File: config.mk
export PLATFORM = sky130hd
export DESIGN_NAME = tx_data_link_slot_inserter
export DESIGN_NICKNAME = d
export VERILOG_FILES = /design/src/tx_link_insert_pkg.sv /design/src/stream_fifo.sv /design/src/tx_data_link_slot_inserter.sv
export SDC_FILE = /design/constraint.sdc
export NUM_CORES = 1
export LEC_CHECK = 0
export ABC_AREA = 0
export BUFFER_PORTS_ARGS = -buffer_cell sky130_fd_sc_hd__buf_2
export CORE_UTILIZATION = 52
export DETAILED_ROUTE_END_ITERATION = 6
export GPL_TIMING_DRIVEN = 0
export PLACE_DENSITY = 0.76
export SLEW_MARGIN = 20
export SYNTH_ARGS = -nofsm -noshare
export SYNTH_HDL_FRONTEND = slang
export SYNTH_HIERARCHICAL = 1
export SYNTH_SLANG_ARGS = --single-unit
File: constraint.sdc
create_clock -name i_sys_clk -period 2.8 [get_ports i_sys_clk]
set_input_delay 0.14 -clock i_sys_clk [delete_from_list [all_inputs] [get_ports i_sys_clk]]
set_output_delay 0.14 -clock i_sys_clk [all_outputs]
set_load 0.005 [all_outputs]
File: src/tx_link_insert_pkg.sv
// Overview of operation
// - link 1 inserts only in selected frame parity, except at framer positions
// - link 2 inserts only in selected frame parity
// - link 3 inserts only in selected frame parity
// - number frames E1 0-15, T1 1-12/1-24
// - link 1 follows framer positions when enabled, in T1 modes only
// - slot field is binary channel index 0-31
// - both selects zero means link inserts in no slot, link 1 still takes framer positions
// - only mask-one bits of the slot are replaced
// - mask bit 7 is first bit, 0 last
// - three independent links, own source and registers
`default_nettype none
package tx_link_insert_pkg;
  // register word indices, byte address is four times the index
  localparam logic [7:0] IDX_LINK1_CTL = 8'h38;
  localparam logic [7:0] IDX_LINK1_MASK = 8'h39;
  localparam logic [7:0] IDX_LINK2_CTL = 8'h3A;
  localparam logic [7:0] IDX_LINK2_MASK = 8'h3B;
  localparam logic [7:0] IDX_LINK3_CTL = 8'h3C;
  localparam logic [7:0] IDX_LINK3_MASK = 8'h3D;
  localparam logic [7:0] IDX_STATUS = 8'h3E;
  // control register fields
  localparam int BIT_EVEN = 7;
  localparam int BIT_ODD = 6;
  localparam int BIT_FRAMER_POS = 5;
  localparam int SLOT_MSB = 4;
  localparam int SLOT_LSB = 0;
  localparam logic [7:0] CTL_WMASK_LINK23 = 8'hDF;
  localparam logic [2:0] MASK_FIRST_BIT = 3'h7;
  // values after reset
  localparam logic [7:0] CTL1_RESET = 8'h20;
  localparam logic [7:0] CTL_RESET = 8'h00;
  localparam logic [7:0] MASK_RESET = 8'h00;
  localparam logic [4:0] FRAME_NUM_RESET = 5'h00;
  // frame numbering within a multiframe
  localparam logic [4:0] E1_FRAME_FIRST = 5'h00;
  localparam logic [4:0] E1_FRAME_LAST = 5'h0F;
  localparam logic [4:0] T1_FRAME_FIRST = 5'h01;
  localparam logic [4:0] SF_FRAME_LAST = 5'h0C;
  localparam logic [4:0] ESF_FRAME_LAST = 5'h18;
  // buffering
  localparam int FIFO_DEPTH = 8;
  localparam int LINKS = 3;
  // one bit of the transmit frame stream
  typedef struct packed {
    logic data;
    logic frame_start;
    logic mf_start;
    logic [4:0] slot;
    logic [2:0] bit_pos;
    logic framer_pos;
  } stream_word_t;
endpackage
`default_nettype wire

File: src/stream_fifo.sv
`default_nettype none
module stream_fifo #(
  parameter int WIDTH = 12,
  parameter int DEPTH = 8
) (
  // clock and reset
  input wire logic i_sys_clk,
  input wire logic i_reset_n,
  // filling side
  input wire logic i_wr_valid,
  output logic o_wr_ready,
  input wire logic [WIDTH-1:0] i_wr_data,
  // draining side
  output logic o_rd_valid,
  input wire logic i_rd_ready,
  output logic [WIDTH-1:0] o_rd_data
);
  localparam int AW = $clog2(DEPTH);
  localparam logic [AW:0] FULL_COUNT = (AW + 1)'(DEPTH);

  typedef struct packed {
    logic [DEPTH-1:0][WIDTH-1:0] mem;
    logic [AW-1:0] wr_ptr;
    logic [AW-1:0] rd_ptr;
    logic [AW:0] count;
  } fifo_state_t;

  fifo_state_t q;
  fifo_state_t next_q;
  logic push;
  logic pop;

  // honest flags straight from the occupancy count
  assign o_wr_ready = (q.count != FULL_COUNT);
  assign o_rd_valid = (q.count != '0);
  assign o_rd_data = q.mem[q.rd_ptr];
  assign push = i_wr_valid && o_wr_ready;
  assign pop = o_rd_valid && i_rd_ready;

  // pointers wrap naturally, depth must be a power of two
  always_comb begin
    next_q = q;
    if (push) begin
      next_q.mem[q.wr_ptr] = i_wr_data;
      next_q.wr_ptr = q.wr_ptr + 1'b1;
    end
    if (pop) begin
      next_q.rd_ptr = q.rd_ptr + 1'b1;
    end
    if (push && !pop) begin
      next_q.count = q.count + 1'b1;
    end else if (pop && !push) begin
      next_q.count = q.count - 1'b1;
    end
  end

  // state register, storage keeps its contents through reset
  always_ff @(posedge i_sys_clk) begin
    if (!i_reset_n) begin
      q.mem <= q.mem;
      q.wr_ptr <= '0;
      q.rd_ptr <= '0;
      q.count <= '0;
    end else begin
      q <= next_q;
    end
  end
endmodule
`default_nettype wire

File: src/tx_data_link_slot_inserter.sv
`default_nettype none
module tx_data_link_slot_inserter (
  // clock and reset
  input wire logic i_sys_clk,
  input wire logic i_reset_n,
  // avalon-mm register slave
  input wire logic [9:0] i_avs_address,
  input wire logic i_avs_read,
  input wire logic i_avs_write,
  input wire logic [31:0] i_avs_writedata,
  input wire logic [3:0] i_avs_byteenable,
  output logic [31:0] o_avs_readdata,
  output logic o_avs_waitrequest,
  // framer mode
  input wire logic i_e1_mode,
  input wire logic i_esf_mode,
  // stream from the transmit framer
  input wire logic i_in_valid,
  output logic o_in_ready,
  input wire tx_link_insert_pkg::stream_word_t i_in_word,
  // serial bits from the three hdlc_tx_instance sources
  input wire logic [2:0] i_link_bit,
  output logic [2:0] o_link_take,
  // stream toward the line
  output logic o_out_valid,
  input wire logic i_out_ready,
  output tx_link_insert_pkg::stream_word_t o_out_word
);
  typedef struct packed {
    logic [2:0][7:0] ctl;
    logic [2:0][7:0] mask;
    logic [4:0] frame_num;
    tx_link_insert_pkg::stream_word_t out_word;
    logic out_valid;
    logic ack;
    logic [7:0] rdata;
  } state_t;

  state_t q;
  state_t next_q;
  tx_link_insert_pkg::stream_word_t head;
  logic [$bits(tx_link_insert_pkg::stream_word_t)-1:0] fifo_rd_data;
  logic fifo_rd_valid;
  logic drain;
  logic advance;
  logic [4:0] frame_first;
  logic [4:0] frame_last;
  logic [4:0] cur_num;
  logic [2:0] claim;
  logic [2:0] grant;
  logic req;
  logic [7:0] reg_idx;

  // tests one slot-based link against the current bit
  function automatic logic slot_claims(input logic [7:0] ctl, input logic [7:0] mask,
                                       input logic odd, input tx_link_insert_pkg::stream_word_t w);
    logic frame_ok;
    logic [2:0] mask_idx;
    // frame parity gate, both selects low blocks the slot claim entirely
    frame_ok = odd ? ctl[tx_link_insert_pkg::BIT_ODD] : ctl[tx_link_insert_pkg::BIT_EVEN];
    // bit_pos 0 is the first transmitted bit, which maps to mask bit 7
    mask_idx = tx_link_insert_pkg::MASK_FIRST_BIT - w.bit_pos;
    // slot field compared as a plain binary index
    return frame_ok
        && (ctl[tx_link_insert_pkg::SLOT_MSB:tx_link_insert_pkg::SLOT_LSB] == w.slot)
        && mask[mask_idx];
  endfunction

  // input buffering, back-pressure reaches the framer through o_in_ready
  stream_fifo #(
    .WIDTH($bits(tx_link_insert_pkg::stream_word_t)),
    .DEPTH(tx_link_insert_pkg::FIFO_DEPTH)
  ) u_in_fifo (
    .i_sys_clk(i_sys_clk),
    .i_reset_n(i_reset_n),
    .i_wr_valid(i_in_valid),
    .o_wr_ready(o_in_ready),
    .i_wr_data(i_in_word),
    .o_rd_valid(fifo_rd_valid),
    .i_rd_ready(drain),
    .o_rd_data(fifo_rd_data)
  );

  // output stage may take a word when empty or being emptied
  assign head = tx_link_insert_pkg::stream_word_t'(fifo_rd_data);
  assign drain = !q.out_valid || i_out_ready;
  assign advance = fifo_rd_valid && drain;

  // multiframe numbering bounds per line mode
  always_comb begin
    if (i_e1_mode) begin
      frame_first = tx_link_insert_pkg::E1_FRAME_FIRST;
      frame_last = tx_link_insert_pkg::E1_FRAME_LAST;
    end else if (i_esf_mode) begin
      frame_first = tx_link_insert_pkg::T1_FRAME_FIRST;
      frame_last = tx_link_insert_pkg::ESF_FRAME_LAST;
    end else begin
      frame_first = tx_link_insert_pkg::T1_FRAME_FIRST;
      frame_last = tx_link_insert_pkg::SF_FRAME_LAST;
    end
  end

  // frame number of the head bit, stepped on each frame start
  always_comb begin
    cur_num = q.frame_num;
    if (head.frame_start) begin
      if (head.mf_start || (q.frame_num == frame_last)) begin
        cur_num = frame_first;
      end else begin
        cur_num = q.frame_num + 5'h01;
      end
    end
  end

  // per-link claims on the head bit
  always_comb begin
    claim[0] = slot_claims(q.ctl[0], q.mask[0], cur_num[0], head);
    // framer-chosen positions in T1, software keeps the selects low then
    if (q.ctl[0][tx_link_insert_pkg::BIT_FRAMER_POS] && !i_e1_mode && head.framer_pos) begin
      claim[0] = 1'b1;
    end
    claim[1] = slot_claims(q.ctl[1], q.mask[1], cur_num[0], head);
    claim[2] = slot_claims(q.ctl[2], q.mask[2], cur_num[0], head);
  end

  // fixed priority so one source owns each bit
  always_comb begin
    grant = 3'h0;
    if (claim[0]) begin
      grant = 3'h1;
    end else if (claim[1]) begin
      grant = 3'h2;
    end else if (claim[2]) begin
      grant = 3'h4;
    end
  end

  // each source is pulled only when its bit is really sent
  assign o_link_take = advance ? grant : 3'h0;

  // avalon handshake, one wait cycle on every access
  assign req = i_avs_read || i_avs_write;
  assign reg_idx = i_avs_address[9:2];
  assign o_avs_waitrequest = req && !q.ack;
  assign o_avs_readdata = {24'h000000, q.rdata};
  assign o_out_valid = q.out_valid;
  assign o_out_word = q.out_word;

  // next state
  always_comb begin
    next_q = q;
    // output stage
    if (advance) begin
      next_q.out_word = head;
      next_q.out_valid = 1'b1;
      next_q.frame_num = cur_num;
      // replace the data bit with the winning link's bit
      if (grant[0]) begin
        next_q.out_word.data = i_link_bit[0];
      end else if (grant[1]) begin
        next_q.out_word.data = i_link_bit[1];
      end else if (grant[2]) begin
        next_q.out_word.data = i_link_bit[2];
      end
    end else if (i_out_ready) begin
      next_q.out_valid = 1'b0;
    end
    // wait-cycle flag, ends the access on the following edge
    next_q.ack = req && !q.ack;
    // read data captured in the wait cycle, unmapped reads give zero
    if (i_avs_read && !q.ack) begin
      unique case (reg_idx)
        tx_link_insert_pkg::IDX_LINK1_CTL: next_q.rdata = q.ctl[0];
        tx_link_insert_pkg::IDX_LINK1_MASK: next_q.rdata = q.mask[0];
        tx_link_insert_pkg::IDX_LINK2_CTL: next_q.rdata = q.ctl[1];
        tx_link_insert_pkg::IDX_LINK2_MASK: next_q.rdata = q.mask[1];
        tx_link_insert_pkg::IDX_LINK3_CTL: next_q.rdata = q.ctl[2];
        tx_link_insert_pkg::IDX_LINK3_MASK: next_q.rdata = q.mask[2];
        tx_link_insert_pkg::IDX_STATUS: next_q.rdata = {3'h0, q.frame_num};
        default: next_q.rdata = 8'h00;
      endcase
    end
    // writes land on the edge that ends the access, low byte lane only
    if (i_avs_write && q.ack && i_avs_byteenable[0]) begin
      unique case (reg_idx)
        tx_link_insert_pkg::IDX_LINK1_CTL: next_q.ctl[0] = i_avs_writedata[7:0];
        tx_link_insert_pkg::IDX_LINK1_MASK: next_q.mask[0] = i_avs_writedata[7:0];
        tx_link_insert_pkg::IDX_LINK2_CTL: begin
          next_q.ctl[1] = i_avs_writedata[7:0] & tx_link_insert_pkg::CTL_WMASK_LINK23;
        end
        tx_link_insert_pkg::IDX_LINK2_MASK: next_q.mask[1] = i_avs_writedata[7:0];
        tx_link_insert_pkg::IDX_LINK3_CTL: begin
          next_q.ctl[2] = i_avs_writedata[7:0] & tx_link_insert_pkg::CTL_WMASK_LINK23;
        end
        tx_link_insert_pkg::IDX_LINK3_MASK: next_q.mask[2] = i_avs_writedata[7:0];
        default: next_q.rdata = q.rdata;
      endcase
    end
  end

  // state register with synchronous reset
  always_ff @(posedge i_sys_clk) begin
    if (!i_reset_n) begin
      q.ctl[0] <= tx_link_insert_pkg::CTL1_RESET;
      q.ctl[1] <= tx_link_insert_pkg::CTL_RESET;
      q.ctl[2] <= tx_link_insert_pkg::CTL_RESET;
      q.mask <= {3{tx_link_insert_pkg::MASK_RESET}};
      q.frame_num <= tx_link_insert_pkg::FRAME_NUM_RESET;
      q.out_word <= '0;
      q.out_valid <= 1'b0;
      q.ack <= 1'b0;
      q.rdata <= 8'h00;
    end else begin
      q <= next_q;
    end
  end
endmodule
`default_nettype wire

==> results by group <==
Floorplan
  – Core area: 15400 um2
  – DIE WIDTH: 128 um
  – Initial core utilization: 53.8%
  – Die Ht: 128 um
  – Boundary Pins: 119
  – DIE AREA: 16400 um2
  – Row count: 45

Power and ir drop
  – Power Dens Cells: 800 nW/um2
  – Worst IR Drop VDD: 0.568 mV
  – Pleak: 0.00396 uW

Placed design
  – DP Area: 9050 um2
  – Post-DP HPWL: 13600 um
  – Routability cong.: 0.932
  – Port Buf Inserts: 64

Timing
  – Hold WS: 0.0232 ns
  – Pins over their slew limit: 0
  – Worst Skew: 0.00826 ns
  – Final Cycle Share: 119%
  – Setup violations, final: 4
  – Rel. slew slack: 41.5%
  – RSZ-0062 raised after global routing: true
  – Worst Max-Slew Pin Slew: 0.872 ns
  – Final setup margin: -0.536 ns
  – Hold Fails Final Rpt: 0
  – Clock period minus worst slack: 3.34 ns
  – Fmax: 300 MHz

Final layout
  – # diodes: 0
  – Fill count: 1107
  – Post-route cell area: 10200 um2
  – Final net count: 893
  – Layout Area Growth over Synthesis: 23.5%
  – Share of cells above drive strength 1: 32.3%

Clock tree
  – Clock Latency Late Sink: 0.44 ns
  – Htree depth: 4
  – CTS tree: built
  – CTS max path bufs: 2
  – Clock Sinks: 179
  – CTS clk-pin slew, worst paths: 0.07 ns
  – CTS Root Cell: clkbuf_16
  – TritonCTS Buffers: 17

Synthesis
  – Post-Syn Area: 8260 um2
  – Post-synthesis register bit count: 179
  – Yosys top cell area share: 34.9%
  – YS warnings: 6
  – Count leader, synth: edfxtp_1
  – Mapped Cells: 655
  – Synth top cells by count: 96 x edfxtp_1, 83 x dfxtp_1, 72 x mux2i_1
  – Seq/Total Area, Yosys: 55.0%
  – Dominant cell type by area after synthesis: edfxtp_1
  – Async set or reset register ratio after synthesis: 0%
  – Ys flop type: edfxtp_1
  – Area contributors post-synth: edfxtp_1 35%, dfxtp_1 20%, mux2i_1 8.7%, buf_4 4.0%, mux4_1 3.8%
  – Library cells used by synthesis: 56
  – EDFF count, synth: 96
  – Avg Synthesized Cell Area: 12.6 um2

Routing
  – Via count: 5673
  – Routed WL: 20000 um
  – Remaining DRCs: 0
  – Routed length per instance: 19.2 um
  – Via density: 5.45
  – Initial DRC count: 489
  – Post-route ant nets: 0
  – TritonRoute pass-1 iters: 5

GRT
  – First-pass GRT wire length: 31000 um
  – Vias in the first global route: 5702
  – Largest net degree at the start of global routing: 17
  – Global route total overflow: 0
  – Total track usage: 26.0%
  – Initial antenna violation count: 0

Job
  – Max-Cap Viols: 0

Worst setup path
  – CP dominant cell by count: buf_12
  – Crit path max fanout: 6
  – Slowest cell on the critical path: mux4_2
  – CP peak stage delay: 0.50 ns
  – CP Capture Type: output port
  – Required @ worst endpoint: 2.66 ns
  – Data arrival, critical path: 3.20 ns
  – CP Launch Type: flip-flop
  – CP Class: flip-flop to output port
  – CP startpoint: u_in_fifo/q[4]
  – RR Startpoint: u_in_fifo/q[4]
  – CP cell instances: buf_8, buf_12, mux4_2, mux2_4, buf_12, mux2i_4, a2111oi_4, nand4_1, o211ai_2, nor3_2, buf_2

Outcome
  – Violated checks: negative setup slack
  – Status: finished with violations

Worst hold path
  – Hold_sp: i_reset_n
  – Hold Crit Class: input pin to flip-flop
-- stage by stage --
step / util [%] / std cells / setup slack, ns / setup TNS (ns) / power (uW)
floorplan: - / 678 / 0.0130 / 0 / 4640
global placement: 58.2 / 953 / -0.762 / -23.58 / 5150
detailed placement: 58.9 / 961 / -0.471 / -1.69 / 5250
CTS: 66.1 / 1038 / -0.589 / -2.17 / 8090
global route: 66.4 / 1041 / -0.683 / -2.61 / 8510
finish: 66.4 / 1041 / -0.536 / -2.05 / 8160
-- layout make-up --
type	count	area, um2	area share [%]
flip-flops and latches	179	4550	44.5
multi-input cells	422	3450	33.8
repair buffers	120	820	8.03
plain buffers	71	520	5.10
clock buffers	20	467	4.57
well taps	211	264	2.59
clock inverters	12	119	1.16
inverters	6	22.5	0.221
-- timing repair --
action | in CTS | in global routing
hold buffers | 15 | 0
pin swaps | 11 | 7
buffers inserted | 29 | 3
setup endpoints to repair | 4 | 5
resized for setup | 37 | 9
gates cloned | 1 | 0
endpoints found under the hold margin | 98 | 0
-- cell usage in the layout (no fill, tap or decap), types with 18 or more instances in the layout --
master    instances
nand2_1          50
conb_1           24
mux4_2           19
buf_2            73
nor2_1           61
mux2i_1          68
xor2_1           18
dfxtp_1          82
edfxtp_1         96
buf_4            75
-- state kept, by name (all words and copies together) (netlist names) --
signal,count
u_in_fifo/q,106
q,52
o_out_word,12
o_avs_readdata,8
o_out_valid,1
-- routing by layer --
metal | share of wire (%) | up-vias | track usage, %
met5 | 0 | - | 0
met4 | 2.9 | 0 | 11.3
met3 | 5.1 | 40 | 5.97
li1 | - | 2658 | -
met1 | 41 | 2775 | 30.2
met2 | 51 | 200 | 46.0
-- path summary, 6_finish.rpt --
kind                    end  slack, ns  cells past startpoint
min                   q[56]       0.02                      2
min reg2reg   o_out_word[0]       0.47                      2
max          o_link_take[2]      -0.54                     11
max reg2reg  o_out_word[11]      -0.49                     14
-- worst max-delay path: cells and delay by family (launching register included) --
kind,cells,cell delay [ns]
AOI/OAI and AO/OA,2,0.56
buffers and inverters,4,0.55
DFF,1,0.35
muxes,3,0.99
and+or+nand+nor,2,0.29
-- where the power goes --
| part | switching (uW) | internal (uW) | leakage (uW) | total (uW) |
|---|---|---|---|---|
| clock network | 1050 | 1310 | 0.000287 | 2360 |
| registers | 136 | 2940 | 0.00154 | 3070 |
| logic | 1310 | 1420 | 0.00213 | 2730 |
-- cells by family after synthesis --
group / synth area share (%)
and+or+nand+nor: 11.4
adders and majority gates: 1.15
DFF: 55.0
AOI/OAI and AO/OA: 4.91
xor gates and xnor gates: 2.54
muxes: 18.9
other: 0.0454
buffers and inverters: 6.04
(Power assumes the default switching activity.)
